### src/pkg/asc_pkg.sv
`default_nettype none
package asc_pkg;
    // per-channel register bases; channel number is added (0x00..0x09)
    localparam logic [7:0]  A_CTLA   = 8'h00;
    localparam logic [7:0]  A_CTLB   = 8'h02;
    localparam logic [7:0]  A_STAT   = 8'h04;
    localparam logic [7:0]  A_TDR    = 8'h06;
    localparam logic [7:0]  A_RDR    = 8'h08;
    // control register a
    localparam int          CA_MPE   = 7;
    localparam int          CA_RE    = 6;
    localparam int          CA_TE    = 5;
    localparam int          CA_RTS   = 4;
    localparam int          CA_EFR   = 3;
    localparam int          CA_DATA_WIDTH_SELECT  = 2;
    localparam int          CA_MOD1  = 1;
    localparam int          CA_MOD0  = 0;
    // control register b
    localparam int          CB_MPBT  = 7;
    localparam int          CB_MP    = 6;
    localparam int          CB_PS    = 5;
    localparam int          CB_PEO   = 4;
    localparam int          CB_DR    = 3;
    localparam int          CB_SS    = 0;
    // channel_status
    localparam int          ST_RX_FULL_FLAG  = 7;
    localparam int          ST_OVRN  = 6;
    localparam int          ST_PE    = 5;
    localparam int          ST_FE    = 4;
    localparam int          ST_RIE   = 3;
    localparam int          ST_DCD   = 2;
    localparam int          ST_TX_EMPTY_FLAG  = 1;
    localparam int          ST_TIE   = 0;
    localparam logic [7:0]  CTLA_RST = 8'h10;
    localparam logic [7:0]  CTLB_RST = 8'h00;
    localparam logic [1:0]  TX_EMPTY_FLAG_RST = 2'h3;
    localparam logic [2:0]  SS_EXT   = 3'h7;
    localparam logic [10:0] PS_LO    = 11'h00a;
    localparam logic [10:0] PS_HI    = 11'h01e;
    localparam logic [6:0]  OS_LO    = 7'h10;
    localparam logic [6:0]  OS_HI    = 7'h40;
    localparam logic [3:0]  FR_MAX   = 4'hd;
    // synchroniser reset = idle pins: ext low, cts not clear, rx high, no carrier
    localparam logic [6:0]  SYNC_RST = 7'h1e;
    // standard rates result when core_clk runs at the reference rate
    localparam int          REF_CLK_HZ = 32'h008c_a000;
    localparam int          XTAL_HZ    = 32'h0119_4000;
endpackage : asc_pkg
`default_nettype wire

### src/verilog/asc_pair.sv
// Summary of operation
// - two independent full-duplex channels, each with own internal or external baud source
// - multiprocessor mode adds one extra bit after the data and any parity bit
// - filtering receiver drops characters whose extra bit is clear
// - channel 1 has no request-to-send output and no carrier input
// - clear-to-send high forces the transmit-empty flag to read inactive
// - transmitter keeps shifting loaded characters while clear-to-send is high
// - interrupt sources: receive full, transmit empty, receive error, carrier (channel 0)
// - interrupt requests are levels held until the cause is removed
// - carrier source masked by receive interrupt enable: requests whenever it is set and the carrier bit is set
// - carrier bit follows pin; after falling, clears only after status read
// - channel 0 receiver held reset while carrier input is high
// - transmit interrupt enable set requests interrupt while transmit-empty reads set
// - each channel has a status register with state and interrupt enables
// - baud dividers give standard rates from the 9.216 MHz reference clock
// - reading receive data clears receive-full
// - control-a write with error reset bit zero clears all error flags
// - dropped characters leave error flags and receive-full unchanged
// - data width select: 0 gives 7 data bits, 1 gives 8
`default_nettype none
module asc_pair (
    input  wire logic       core_clk,
    input  wire logic       nrst,
    input  wire logic [7:0] io_addr,
    input  wire logic       io_wr,
    input  wire logic       io_rd,
    input  wire logic [7:0] io_wdata,
    output logic      [7:0] io_rdata,
    input  wire logic [1:0] rxd,
    input  wire logic [1:0] cts_n,
    input  wire logic [1:0] ext_clk,
    input  wire logic       carrier_detect_in,
    output logic      [1:0] txd,
    output logic            rts_n,
    output logic      [1:0] irq
);
    logic [6:0]  s1_q, s2_q;
    logic [1:0]  ext_s, cts_s, rx_s, ext_p_q;
    logic        dcd_s, dcd_q, dcd_d;
    logic [7:0]  ctla_q [2], ctla_d [2], ctlb_q [2], ctlb_d [2];
    logic [7:0]  tdr_q [2], tdr_d [2], rdr_q [2], rdr_d [2];
    logic [10:0] bcnt_q [2], bcnt_d [2];
    logic [12:0] txsh_q [2], txsh_d [2], rxsh_q [2], rxsh_d [2];
    logic [3:0]  txn_q [2], txn_d [2], rxn_q [2], rxn_d [2];
    logic [6:0]  txs_q [2], txs_d [2], rxs_q [2], rxs_d [2];
    logic [1:0]  tx_empty_flag_q, tx_empty_flag_d, rx_full_flag_q, rx_full_flag_d, ovrn_q, ovrn_d, pe_q, pe_d;
    logic [1:0]  fe_q, fe_d, mpb_q, mpb_d, rie_q, rie_d, tie_q, tie_d;
    logic [1:0]  rxon_q, rxon_d, txd_q, txd_d, irq_q, irq_d;
    logic [1:0]  tick, load, done, drop, tx_empty_flag_v;
    logic [7:0]  rdata_q, rdata_d, r8;
    logic        rts_q;
    logic [12:0] nsh;
    logic [10:0] dec, lim;
    logic [6:0]  os;
    logic [3:0]  len;
    logic        rxrst;

    assign {ext_s, cts_s, rx_s, dcd_s} = s2_q;
    assign io_rdata = rdata_q;
    assign txd      = txd_q;
    assign irq      = irq_q;
    assign rts_n    = rts_q;

    function automatic logic hit(input logic [7:0] a, input logic [7:0] b, input int c);
        return a == (b | 8'(c));
    endfunction : hit

    // start + data + parity + address bit + stop bits
    function automatic logic [3:0] flen(input logic [7:0] a, input logic [7:0] b);
        return 4'h2 + (a[asc_pkg::CA_DATA_WIDTH_SELECT] ? 4'h8 : 4'h7) + {3'h0, a[asc_pkg::CA_MOD1]}
            + {3'h0, b[asc_pkg::CB_MP]} + {3'h0, a[asc_pkg::CA_MOD0]};
    endfunction : flen

    function automatic logic [12:0] tx_frame(input logic [7:0] d, input logic [7:0] a,
                                             input logic [7:0] b);
        logic [12:0] f;
        logic        par;
        int          p;
        f   = '1;
        f[0] = 1'b0;
        p   = 1;
        par = b[asc_pkg::CB_PEO];
        for (int k = 0; k < 8; k++)
        begin
            if (k < 7 || a[asc_pkg::CA_DATA_WIDTH_SELECT])
            begin
                f[p] = d[k];
                par  = par ^ d[k];
                p++;
            end
        end
        if (a[asc_pkg::CA_MOD1])
        begin
            f[p] = par;
            p++;
        end
        if (b[asc_pkg::CB_MP])
            f[p] = b[asc_pkg::CB_MPBT];
        return f;
    endfunction : tx_frame

    // returns {fe, pe, address bit, data}
    function automatic logic [10:0] rx_decode(input logic [12:0] s, input logic [7:0] a,
                                              input logic [7:0] b);
        logic [12:0] f;
        logic [7:0]  d;
        logic        pe, mb;
        int          p;
        f  = s >> (asc_pkg::FR_MAX - flen(a, b));
        d  = 8'h00;
        pe = b[asc_pkg::CB_PEO];
        mb = 1'b0;
        p  = 1;
        for (int k = 0; k < 8; k++)
        begin
            if (k < 7 || a[asc_pkg::CA_DATA_WIDTH_SELECT])
            begin
                d[k] = f[p];
                pe   = pe ^ f[p];
                p++;
            end
        end
        if (a[asc_pkg::CA_MOD1])
        begin
            pe = pe ^ f[p];
            p++;
        end
        else
            pe = 1'b0;
        if (b[asc_pkg::CB_MP])
        begin
            mb = f[p];
            p++;
        end
        return {~f[p] | (a[asc_pkg::CA_MOD0] & ~f[p+1]), pe, mb, d};
    endfunction : rx_decode

    // pins cross into core_clk through two flops
    always_ff @(posedge core_clk or negedge nrst)
    begin
        if (!nrst)
        begin
            s1_q <= asc_pkg::SYNC_RST;
            s2_q <= asc_pkg::SYNC_RST;
        end
        else
        begin
            s1_q <= {ext_clk, cts_n, rxd, carrier_detect_in};
            s2_q <= s1_q;
        end
    end

    always_comb
    begin
        rdata_d = 8'h00;
        r8      = 8'h00;
        nsh     = '0;
        dec     = '0;
        lim     = '0;
        os      = '0;
        len     = '0;
        rxrst   = 1'b0;
        {tick, load, done, drop, tx_empty_flag_v, irq_d, txd_d} = '0;
        dcd_d   = dcd_s | (dcd_q & ~(io_rd & hit(io_addr, asc_pkg::A_STAT, 0)));
        ctla_d = ctla_q;
        ctlb_d = ctlb_q;
        tdr_d  = tdr_q;
        rdr_d  = rdr_q;
        bcnt_d = bcnt_q;
        txsh_d = txsh_q;
        rxsh_d = rxsh_q;
        txn_d  = txn_q;
        rxn_d  = rxn_q;
        txs_d  = txs_q;
        rxs_d  = rxs_q;
        {tx_empty_flag_d, rx_full_flag_d, ovrn_d} = {tx_empty_flag_q, rx_full_flag_q, ovrn_q};
        {pe_d, fe_d, mpb_d, rie_d, tie_d, rxon_d} = {pe_q, fe_q, mpb_q, rie_q, tie_q, rxon_q};
        for (int c = 0; c < 2; c++)
        begin
            os  = ctlb_q[c][asc_pkg::CB_DR] ? asc_pkg::OS_HI : asc_pkg::OS_LO;
            lim = (ctlb_q[c][asc_pkg::CB_PS] ? asc_pkg::PS_HI : asc_pkg::PS_LO)
                << ctlb_q[c][asc_pkg::CB_SS +: 3];
            len = flen(ctla_q[c], ctlb_q[c]);
            // one tick per oversample; ext clock edge when selected
            if (ctlb_q[c][asc_pkg::CB_SS +: 3] == asc_pkg::SS_EXT)
            begin
                tick[c]   = ext_s[c] & ~ext_p_q[c];
                bcnt_d[c] = '0;
            end
            else
            begin
                tick[c]   = bcnt_q[c] == lim - 11'h001;
                bcnt_d[c] = tick[c] ? 11'h000 : bcnt_q[c] + 11'h001;
            end
            tx_empty_flag_v[c] = tx_empty_flag_q[c] & ~cts_s[c];
            irq_d[c]  = (rie_q[c] & (rx_full_flag_q[c] | ovrn_q[c] | pe_q[c] | fe_q[c]
                       | (c == 0 && dcd_q))) | (tie_q[c] & tx_empty_flag_v[c]);
            // transmitter ignores clear-to-send on purpose
            load[c] = ctla_q[c][asc_pkg::CA_TE] & ~tx_empty_flag_q[c] & (txn_q[c] == 4'h0);
            if (load[c])
            begin
                txsh_d[c] = tx_frame(tdr_q[c], ctla_q[c], ctlb_q[c]);
                txn_d[c]  = len;
                txs_d[c]  = '0;
                tx_empty_flag_d[c] = 1'b1;
            end
            else if (txn_q[c] != 4'h0 && tick[c])
            begin
                txs_d[c] = txs_q[c] + 7'h01;
                if (txs_q[c] == os - 7'h01)
                begin
                    txs_d[c]  = '0;
                    txsh_d[c] = {1'b1, txsh_q[c][12:1]};
                    txn_d[c]  = txn_q[c] - 4'h1;
                end
            end
            if (!ctla_q[c][asc_pkg::CA_TE])
                txn_d[c] = '0;
            txd_d[c] = (txn_q[c] == 4'h0) | txsh_q[c][0];
            // receiver: sample mid-bit, first sample checks the start bit
            rxrst   = ~ctla_q[c][asc_pkg::CA_RE] | (c == 0 && dcd_s);
            nsh     = {rx_s[c], rxsh_q[c][12:1]};
            dec     = rx_decode(nsh, ctla_q[c], ctlb_q[c]);
            done[c] = ~rxrst & rxon_q[c] & tick[c] & (rxs_q[c] == (os >> 1))
                    & (rxn_q[c] == 4'h1);
            drop[c] = done[c] & ctla_q[c][asc_pkg::CA_MPE] & ctlb_q[c][asc_pkg::CB_MP]
                    & ~dec[8];
            if (!rxon_q[c])
            begin
                if (tick[c] && !rx_s[c])
                begin
                    rxon_d[c] = 1'b1;
                    rxs_d[c]  = '0;
                    rxn_d[c]  = len;
                end
            end
            else if (tick[c])
            begin
                rxs_d[c] = (rxs_q[c] == os - 7'h01) ? 7'h00 : rxs_q[c] + 7'h01;
                if (rxs_q[c] == (os >> 1))
                begin
                    rxsh_d[c] = nsh;
                    rxn_d[c]  = rxn_q[c] - 4'h1;
                    if ((rxn_q[c] == len && rx_s[c]) || rxn_q[c] == 4'h1)
                        rxon_d[c] = 1'b0;
                end
            end
            if (rxrst)
                rxon_d[c] = 1'b0;
            if ((io_rd && hit(io_addr, asc_pkg::A_RDR, c)) || (c == 0 && dcd_s))
                rx_full_flag_d[c] = 1'b0;
            if (io_wr && hit(io_addr, asc_pkg::A_CTLA, c) && !io_wdata[asc_pkg::CA_EFR])
            begin
                ovrn_d[c] = 1'b0;
                pe_d[c]   = 1'b0;
                fe_d[c]   = 1'b0;
            end
            // a completed character beats a clear in the same cycle
            if (done[c] && !drop[c])
            begin
                mpb_d[c] = dec[8];
                if (rx_full_flag_q[c] && rx_full_flag_d[c])
                    ovrn_d[c] = 1'b1;
                else
                begin
                    rdr_d[c]  = dec[7:0];
                    rx_full_flag_d[c] = 1'b1;
                    pe_d[c]   = pe_d[c] | dec[9];
                    fe_d[c]   = fe_d[c] | dec[10];
                end
            end
            if (io_wr)
            begin
                if (hit(io_addr, asc_pkg::A_CTLA, c))
                    ctla_d[c] = io_wdata;
                if (hit(io_addr, asc_pkg::A_CTLB, c))
                    ctlb_d[c] = io_wdata;
                if (hit(io_addr, asc_pkg::A_STAT, c))
                begin
                    rie_d[c] = io_wdata[asc_pkg::ST_RIE];
                    tie_d[c] = io_wdata[asc_pkg::ST_TIE];
                end
                if (hit(io_addr, asc_pkg::A_TDR, c))
                begin
                    tdr_d[c]  = io_wdata;
                    tx_empty_flag_d[c] = 1'b0;
                end
            end
            if (io_rd)
            begin
                if (hit(io_addr, asc_pkg::A_CTLA, c))
                begin
                    r8 = ctla_q[c];
                    r8[asc_pkg::CA_EFR] = mpb_q[c];
                    rdata_d = r8;
                end
                if (hit(io_addr, asc_pkg::A_CTLB, c))
                begin
                    r8 = ctlb_q[c];
                    r8[asc_pkg::CB_PS] = cts_s[c];
                    rdata_d = r8;
                end
                if (hit(io_addr, asc_pkg::A_STAT, c))
                begin
                    r8 = 8'h00;
                    r8[asc_pkg::ST_RX_FULL_FLAG] = rx_full_flag_q[c];
                    r8[asc_pkg::ST_OVRN] = ovrn_q[c];
                    r8[asc_pkg::ST_PE]   = pe_q[c];
                    r8[asc_pkg::ST_FE]   = fe_q[c];
                    r8[asc_pkg::ST_RIE]  = rie_q[c];
                    r8[asc_pkg::ST_DCD]  = (c == 0) & dcd_q;
                    r8[asc_pkg::ST_TX_EMPTY_FLAG] = tx_empty_flag_v[c];
                    r8[asc_pkg::ST_TIE]  = tie_q[c];
                    rdata_d = r8;
                end
                if (hit(io_addr, asc_pkg::A_TDR, c))
                    rdata_d = tdr_q[c];
                if (hit(io_addr, asc_pkg::A_RDR, c))
                    rdata_d = rdr_q[c];
            end
        end
    end

    always_ff @(posedge core_clk or negedge nrst)
    begin
        if (!nrst)
        begin
            ctla_q  <= '{default: asc_pkg::CTLA_RST};
            ctlb_q  <= '{default: asc_pkg::CTLB_RST};
            tdr_q   <= '{default: '0};
            rdr_q   <= '{default: '0};
            bcnt_q  <= '{default: '0};
            txsh_q  <= '{default: '0};
            rxsh_q  <= '{default: '0};
            txn_q   <= '{default: '0};
            rxn_q   <= '{default: '0};
            txs_q   <= '{default: '0};
            rxs_q   <= '{default: '0};
            tx_empty_flag_q  <= asc_pkg::TX_EMPTY_FLAG_RST;
            {rx_full_flag_q, ovrn_q, pe_q, fe_q, mpb_q, rie_q, tie_q, rxon_q, irq_q} <= '0;
            txd_q   <= '1;
            ext_p_q <= '0;
            dcd_q   <= 1'b0;
            rdata_q <= 8'h00;
            rts_q   <= asc_pkg::CTLA_RST[asc_pkg::CA_RTS];
        end
        else
        begin
            ctla_q  <= ctla_d;
            ctlb_q  <= ctlb_d;
            tdr_q   <= tdr_d;
            rdr_q   <= rdr_d;
            bcnt_q  <= bcnt_d;
            txsh_q  <= txsh_d;
            rxsh_q  <= rxsh_d;
            txn_q   <= txn_d;
            rxn_q   <= rxn_d;
            txs_q   <= txs_d;
            rxs_q   <= rxs_d;
            {tx_empty_flag_q, rx_full_flag_q, ovrn_q} <= {tx_empty_flag_d, rx_full_flag_d, ovrn_d};
            {pe_q, fe_q, mpb_q, rie_q, tie_q, rxon_q} <= {pe_d, fe_d, mpb_d, rie_d, tie_d, rxon_d};
            irq_q   <= irq_d;
            txd_q   <= txd_d;
            ext_p_q <= ext_s;
            dcd_q   <= dcd_d;
            rdata_q <= rdata_d;
            rts_q   <= ctla_q[0][asc_pkg::CA_RTS];
        end
    end
endmodule : asc_pair
`default_nettype wire

### config.mk
export PLATFORM = sky130hd
export DESIGN_NAME = asc_pair
export DESIGN_NICKNAME = d
export VERILOG_FILES = /design/src/pkg/asc_pkg.sv /design/src/verilog/asc_pair.sv
export SDC_FILE = /design/constraint.sdc
export NUM_CORES = 1
export LEC_CHECK = 0
export BUFFER_PORTS_ARGS = -buffer_cell sky130_fd_sc_hd__buf_2
export CORE_UTILIZATION = 50
export DETAILED_ROUTE_END_ITERATION = 8
export HOLD_SLACK_MARGIN = 0.06
export PLACE_DENSITY = 0.66
export SLEW_MARGIN = 10
export SYNTH_ARGS = -nofsm -noshare
export SYNTH_HDL_FRONTEND = slang
export SYNTH_SLANG_ARGS = --single-unit
export TNS_END_PERCENT = 5
### constraint.sdc
create_clock -name core_clk -period 12 [get_ports core_clk]
set_input_delay 0.6 -clock core_clk [delete_from_list [all_inputs] [get_ports core_clk]]
set_output_delay 0.6 -clock core_clk [all_outputs]
set_load 0.01 [all_outputs]
==> results of run 1 <==
==> sequential cells by signal, indices dropped and copies added, names as in the netlist, 7 cells and up <==
signal and cells:
bcnt_q 22, s2_q 7, txn_q 8, rxs_q 14, rxn_q 8, rdr_q 16
txsh_q 26, rxsh_q 11, io_rdata 8, ctlb_q 16, nsh 11, tdr_q 16
ctla_q 14, txs_q 14, s1_q 7
==> layout by cell type, fill, tap and decap left out, drive strengths merged, types with 32 or more instances in the layout <==
cell type	instances
a21oi	52
buf	51
clkbuf	42
dfrtp	209
ha	32
inv	41
mux2	113
mux2i	52
nand2	103
nand3	42
nor2	95
o21ai	91
xnor2	46
xor2	43
==> critical path: cells and delay by family (launching register included) <==
| family | cells | cell delay, ns |
|---|---|---|
| flip-flops | 1 | 0.50 |
| AO/OA/AOI/OAI | 3 | 0.97 |
| multiplexers | 2 | 0.64 |
| adder cells (fa/ha/maj) | 4 | 2.02 |
| AND/OR/NAND/NOR | 3 | 0.73 |
| buffers and inverters | 1 | 0.19 |
==> layer usage <==
metal	wire length, um	GRT usage [%]	part of all wire [%]	vias up
met4	1260	8.90	4.0	2
met1	14100	31.2	44	4905
met3	1510	3.62	4.7	69
met2	15000	38.5	47	234
met5	10	0	0.031	-
li1	-	-	-	4827
==> cell usage after synthesis, types with 7 or more instances <==
library cell / n
sky130_fd_sc_hd__clkbuf_1: 38
sky130_fd_sc_hd__nor2b_1: 20
sky130_fd_sc_hd__o31ai_1: 21
sky130_fd_sc_hd__a21oi_1: 51
sky130_fd_sc_hd__nor2_1: 94
sky130_fd_sc_hd__nand3_1: 41
sky130_fd_sc_hd__inv_1: 41
sky130_fd_sc_hd__nor3b_1: 13
sky130_fd_sc_hd__a21o_1: 8
sky130_fd_sc_hd__nand2_1: 103
sky130_fd_sc_hd__nand4_1: 10
sky130_fd_sc_hd__nand2b_1: 16
sky130_fd_sc_hd__a31oi_1: 10
sky130_fd_sc_hd__nor3_1: 23
sky130_fd_sc_hd__o21ai_1: 8
sky130_fd_sc_hd__buf_2: 19
sky130_fd_sc_hd__ha_1: 32
sky130_fd_sc_hd__xor2_1: 43
sky130_fd_sc_hd__xnor2_1: 46
sky130_fd_sc_hd__buf_1: 7
sky130_fd_sc_hd__mux4_2: 10
sky130_fd_sc_hd__o22ai_1: 10
sky130_fd_sc_hd__and3_1: 23
sky130_fd_sc_hd__mux2i_1: 52
sky130_fd_sc_hd__mux2_4: 8
sky130_fd_sc_hd__or2_2: 7
sky130_fd_sc_hd__o221ai_1: 8
sky130_fd_sc_hd__o21ai_0: 83
sky130_fd_sc_hd__o211ai_1: 10
sky130_fd_sc_hd__a221oi_1: 10
sky130_fd_sc_hd__a22oi_1: 14
sky130_fd_sc_hd__or3_1: 10
sky130_fd_sc_hd__dfrtp_1: 209
sky130_fd_sc_hd__mux2_2: 103
sky130_fd_sc_hd__dfstp_2: 15
==> logic make-up after synthesis <==
| logic type | count (synthesis) | share of synthesized area (%) |
|---|---|---|
| AOI/OAI and AO/OA | 287 | 14.3 |
| xor gates and xnor gates | 90 | 5.97 |
| adders and majority gates | 35 | 3.43 |
| buffers and inverters | 113 | 3.67 |
| DFF | 224 | 41.9 |
| muxes | 175 | 15.2 |
| and+or+nand+nor | 405 | 15.5 |
==> area by class of cell <==
type,instances,area share (%)
antenna,1,0.0170
clock buffer,42,5.53
clock inverter,6,0.392
inverter,41,1.05
multi-input combinational,992,49.9
sequential,224,38.3
tap,335,2.85
timing repair buffer,51,2.01
==> power by group <==
part	internal (uW)	leakage (uW)	switching (uW)	total (uW)
clock	481	0.000428	308	789
sequential	808	0.00298	70.9	879
combinational	179	0.00327	226	405
==> path summary, 6_finish.rpt <==
kind / start / endpoint / slack, ns / cells after the start
max reg2reg: ctla_q[10] / rdr_q[10] / 6.80 / 13
max: ctla_q[10] / rdr_q[10] / 6.80 / 13
min reg2reg: s1_q[6] / s2_q[6] / 0.35 / 0
max in group asynchronous: nrst / txn_q[4] / 9.92 / 3
min in group core_clk: cts_n[1] / s1_q[4] / 0.17 / 1
min: nrst / txs_q[4] / 0.13 / 1
==> through the flow <==
step	hold WS (ns)	setup slack (ns)	cell area (sq um)	total power, uW
after floorplan	0.304	7.64	13400	1190
after global placement	0.336	7.02	13800	1290
after detailed placement	0.336	6.84	13800	1300
after CTS	0.138	6.83	14700	2100
after global routing	0.144	6.39	14700	2180
final	0.126	6.80	14700	2070
==> results.sh, run 1 <==
export IMPL_result_of_the_run="complete, but fails checks"
export IMPL_violations="DRC"
export IMPL_finalClockSkew_ns=0.0102
export IMPL_netlist_area_leader_share_pct=38.9
export IMPL_cp_cell_sequence="inv_1 -> fa_1 -> ha_1 -> ha_1 -> ha_1 -> nor2b_1 -> nor2b_1 -> a221oi_1 -> mux2_2 -> o21ai_0 -> o21a_1 -> and3_1 -> mux2_4"
export IMPL_initial_antenna_violation_count=2
export IMPL_report_final_slew_viol_count=0
export IMPL_grt_max_degree=119
export IMPL_yosys_register_bits=224
export IMPL_final_seq_area_sq_um=5620
export IMPL_detail_route_wl_per_cell_um=18.8
export IMPL_clkSinkCount=224
export IMPL_static_leakage_power_uw=0.00668
export IMPL_setup_viol=0
export IMPL_mappedNetlistNets=1391
export IMPL_period_minus_slack_ns=5.20
export IMPL_critPathMaxFanout=21
export IMPL_global_route_overflow=0
export IMPL_routed_via_density=5.93
export IMPL_detail_route_wirelength_mm=31.9
export IMPL_path_common_cell="sky130_fd_sc_hd__ha_1"
export IMPL_post_synth_cell_area_avg_sq_um=10.1
export IMPL_detailed_router_iteration_count_before_antenna_repair=7
export IMPL_vias=10000
export IMPL_path_clk_slew_ns=0.06
export IMPL_ys_seq_area_share_pct=41.9
export IMPL_crit_arrival_ns=5.61
export IMPL_synth_async_sr_flop_share_pct=100
export IMPL_final_cells=1692
export IMPL_drc=22
export IMPL_grt_setup_unrepaired="no"
export IMPL_synth_enable_flop_cells=0
export IMPL_final_core_util_pct=56.1
export IMPL_layout_area_overhead_vs_synth_pct=9.36
export IMPL_ctsRootBufferMaster="sky130_fd_sc_hd__clkbuf_16"
export IMPL_vdd_ir_drop_max_uv=121
export IMPL_tritoncts_clock_tree="built"
export IMPL_worstSetupStartpointType="flop"
export IMPL_tritoncts_num_buffers=26
export IMPL_crit_slowest_cell="sky130_fd_sc_hd__ha_1"
export IMPL_criticalPathCategory="reg -> reg"
export IMPL_synth_top_cells_by_area="sky130_fd_sc_hd__dfrtp_1 (39%), sky130_fd_sc_hd__mux2_2 (8.6%), sky130_fd_sc_hd__mux2i_1 (3.9%)"
export IMPL_cpPeakStageDelay_ns=0.84
export IMPL_synth_top_flop_cell="sky130_fd_sc_hd__dfrtp_1"
export IMPL_worst_hold_path_type="in -> async"
export IMPL_synthCells=1329
export IMPL_total_routing_usage_gr_pct=23.4
export IMPL_num_io_pins=40
export IMPL_multiInputGateArea_sq_um=7330
export IMPL_power_per_cell_area_nw_per_um2=141
export IMPL_post_route_cells_drive_above_1_share_pct=19.0
export IMPL_rows=59
export IMPL_cts_repair_timing_setup_buffer_count=0
export IMPL_clkLatencyLatePin_ns=0.53
export IMPL_finalWeightedCongestion=0.949
export IMPL_placement_io_buffers=39
export IMPL_ant_nets=0
export IMPL_synth_area_sq_um=13400
export IMPL_tightest_slew_margin_relative_to_the_limit_pct=36.5
export IMPL_start_util_pct=51.3
export IMPL_yosys_warnings=0
export IMPL_final_nets=1398
export IMPL_num_fill_cells=2309
export IMPL_max_cap_violations=0
export IMPL_post_dp_hpwl_mm=22.6
export IMPL_final_hold_viol_count=0
export IMPL_timing_critical_path_required_ns=12.41
export IMPL_die_width_um=166
export IMPL_drtIter0Drc=788
export IMPL_worstMarginPinSlew_ns=0.949
export IMPL_min_period_over_period_pct=43.4
export IMPL_fp_dieH_um=166
export IMPL_design_die_area_sq_um=27500
export IMPL_numPlacedInstances=1643
export IMPL_synth_largest_area_cell="sky130_fd_sc_hd__dfrtp_1"
export IMPL_coreArea_sq_um=26200
export IMPL_cts_repair_resized=0
export IMPL_crit_path_end_kind="flop"
export IMPL_clock_path_buffers=3
export IMPL_fmax_ghz=0.192
export IMPL_grt_pass1_vias=9772
export IMPL_post_cts_hold_buffer_count=0
export IMPL_post_synth_num_cell_types=92
export IMPL_setup_tns_final_ns=0
export IMPL_clock_tree_htree_level_count=1
export IMPL_grt_first_pass_wirelength_mm=52.3
No activity file was read; power rests on OpenSTA's default activity.
==> run 2, diff against run 1 <==
Clock period 12 ns to 5.1 ns, I/O delays scaled along.
==> run 2 against run 1 <==
- the run still ends with DRC left
- clock-buffer cell count down 6
- sequential cell count unchanged
- global-route usage decreased by 0.24 points
- clock power up 130%
- setup slack worse by 6.5 ns
- maximum frequency up 8.1%
- sequential share of layout area decreased by 0.27 points
- combinational power rose by 140%
- hold slack got worse by 0.042 ns
- total power is 130% higher
- critical path type unchanged
- largest cell class unchanged
- largest power group unchanged
==> results.sh, run 2 (synthesized netlist as in run 1, its figures left out) <==
export IMPL_worst_hold_path_type="in -> reg"
export IMPL_detail_route_wl_per_cell_um=18.5
export IMPL_vias=10100
export IMPL_placement_io_buffers=39
export IMPL_clock_path_buffers=3
export IMPL_static_leakage_power_uw=0.00674
export IMPL_path_common_cell="sky130_fd_sc_hd__ha_1"
export IMPL_critPathLaunch="ctla_q[10]"
export IMPL_power_per_cell_area_nw_per_um2=327
export IMPL_comb_power_share_pct=20.2
export IMPL_setup_tns_final_ns=0
export IMPL_routed_via_density=5.92
export IMPL_vdd_ir_drop_max_uv=257
export IMPL_initial_antenna_violation_count=3
export IMPL_die_width_um=166
export IMPL_post_dp_hpwl_mm=22.5
export IMPL_multiInputGateArea_sq_um=7330
export IMPL_clkSinkCount=224
export IMPL_post_route_cells_drive_above_1_share_pct=19.4
export IMPL_timing_critical_path_required_ns=5.52
export IMPL_final_seq_area_sq_um=5620
export IMPL_detailed_router_iteration_count_before_antenna_repair=7
export IMPL_clkLatencyLatePin_ns=0.53
export IMPL_power_clock_fraction_pct=37.2
export IMPL_critical_path_top_delay_family="adder cells"
export IMPL_mostFrequentLayoutCells="sky130_fd_sc_hd__dfrtp_1 (209), sky130_fd_sc_hd__nand2_1 (103), sky130_fd_sc_hd__mux2_2 (103)"
export IMPL_regMostFlops="txsh_q"
export IMPL_grt_pass1_vias=9813
export IMPL_worstHoldStart="io_wdata[1]"
export IMPL_finalClockSkew_ns=0.0103
export IMPL_coreArea_sq_um=26200
export IMPL_drc=10
export IMPL_num_io_pins=40
export IMPL_max_cap_violations=0
export IMPL_drtIter0Drc=640
export IMPL_worstMarginPinSlew_ns=0.988
export IMPL_start_util_pct=51.3
export IMPL_layout_commonest_cell="sky130_fd_sc_hd__dfrtp_1"
export IMPL_tightest_slew_margin_relative_to_the_limit_pct=34.1
export IMPL_final_hold_viol_count=0
export IMPL_crit_slowest_cell="sky130_fd_sc_hd__and3_1"
export IMPL_report_final_slew_viol_count=0
export IMPL_netSwitchingPower_uw=1430
export IMPL_period_minus_slack_ns=4.81
export IMPL_crit_arrival_ns=5.23
export IMPL_fmax_ghz=0.208
export IMPL_num_fill_cells=2282
export IMPL_cpPeakStageDelay_ns=0.52
export IMPL_path_clk_slew_ns=0.06
export IMPL_global_route_overflow=0
export IMPL_number_of_flip_flops_in_the_largest_register=26
export IMPL_total_routing_usage_gr_pct=23.2
export IMPL_netSwitchingFraction_pct=29.6
export IMPL_pwr_share_seq_pct=42.6
export IMPL_cts_repair_timing_setup_buffer_count=0
export IMPL_crit_buf_inv=3
export IMPL_tritoncts_num_buffers=25
export IMPL_ant_nets=0
export IMPL_ctsRootBufferMaster="sky130_fd_sc_hd__clkbuf_16"
export IMPL_fp_dieH_um=166
export IMPL_setup_viol=0
export IMPL_rows=59
export IMPL_grt_first_pass_wirelength_mm=51.9
export IMPL_worstSetupStartpointType="flop"
export IMPL_grt_max_degree=128
export IMPL_grt_setup_unrepaired="no"
export IMPL_finalWeightedCongestion=0.934
export IMPL_timing_rr_start="ctla_q[10]"
export IMPL_report_power_total_uw=4840
export IMPL_final_nets=1412
export IMPL_detail_route_wirelength_mm=31.6
export IMPL_clock_tree_htree_level_count=1
export IMPL_critPathMaxFanout=12
export IMPL_tritoncts_clock_tree="built"
export IMPL_design_die_area_sq_um=27500
export IMPL_min_period_over_period_pct=94.3
export IMPL_cp_cell_sequence="inv_1 -> fa_1 -> ha_1 -> ha_1 -> a21oi_1 -> inv_1 -> ha_1 -> nor2b_1 -> nor2b_1 -> a221oi_1 -> buf_4 -> mux2_2 -> o21ai_0 -> o21a_1 -> and3_1 -> mux2_4"
export IMPL_layout_top_registers="txsh_q x26, bcnt_q x22"
export IMPL_internal_portion_of_total_power_uw=3410
export IMPL_result_of_the_run="complete, but fails checks"
export IMPL_criticalPathCategory="reg -> reg"
export IMPL_crit_path_end_kind="flop"
export IMPL_layout_area_overhead_vs_synth_pct=10.1
export IMPL_violations="DRC"
-- run 2: cell count changes in the layout (fill, tap and decap cells not counted) --
cell | before | now
sky130_fd_sc_hd__clkinv_2 | 4 | 7
sky130_fd_sc_hd__clkbuf_16 | 27 | 25
sky130_fd_sc_hd__dlygate4sd3_1 | 0 | 9
sky130_fd_sc_hd__clkbuf_1 | 7 | 2
sky130_fd_sc_hd__buf_4 | 12 | 18
sky130_fd_sc_hd__clkbuf_8 | 8 | 9
sky130_fd_sc_hd__inv_6 | 0 | 1
-- run 2: area by class of cell --
class                   count  share of cell area [%]
multi-input cells         992                    49.5
diodes                      1                  0.0169
well taps                 335                    2.83
clock buffers              36                    5.12
flip-flops and latches    224                    38.0
clock inverters            10                   0.550
inverters                  41                    1.04
repair buffers             66                    2.91
-- run 2: path summary, 6_finish.rpt --
kind | slack (ns) | endpoint | cells after the start
setup / recovery | 0.29 | rdr_q[15] | 16
hold / removal | 0.08 | ctla_q[9] | 3
setup reg to reg | 0.29 | rdr_q[15] | 16
hold reg to reg | 0.35 | s2_q[0] | 0
max in group asynchronous | 3.42 | rxsh_q[15] | 3
min in group asynchronous | 0.42 | txs_q[3] | 2
-- run 2: tightest hold or removal path, delay by kind of cell --
kind | cells | cell delay, ns
AND/OR/NAND/NOR | 1 | 0.07
buffers and inverters | 1 | 0.17
AO/OA/AOI/OAI | 1 | 0.06
-- run 2: routing by layer --
layer | routed length, um | track usage, % | vias to the layer above
met5 | 13 | 0 | -
met4 | 1030 | 7.80 | 2
met3 | 1160 | 3.19 | 62
met2 | 15400 | 39.3 | 212
met1 | 14100 | 30.6 | 4957
li1 | - | - | 4865
-- run 2: stage by stage --
step / cells / instance area, sq um / setup slack [ns] / hold slack, ns / utilization (%)
6_report: 1705 / 14800 / 0.289 / 0.0839 / 56.5
5_1_grt: 1705 / 14800 / 0.0385 / 0.0821 / 56.5
4_1_cts: 1704 / 14800 / 0.362 / 0.0642 / 56.4
3_5_place_dp: 1649 / 13900 / 0.399 / 0.337 / 52.9
3_3_place_gp: 1649 / 13900 / 0.562 / 0.338 / 52.9
2_1_floorplan: 1329 / 13400 / 0.740 / -0.0406 / -
-- run 2: repair_timing --
action | CTS | global route
endpoints found under the hold margin | 126 | 0
endpoints found under the setup margin | 0 | 0
gates resized for setup | 0 | 0
hold buffers | 9 | 0
-- run 2: power groups by stage --
stage,clock network (uW),logic [uW],registers (uW)
finish,1800,976,2060
global route,1920,1090,2080
CTS,1850,980,2060
detailed placement,0,970,2090
global placement,0,947,2090
floorplan,0,772,2040
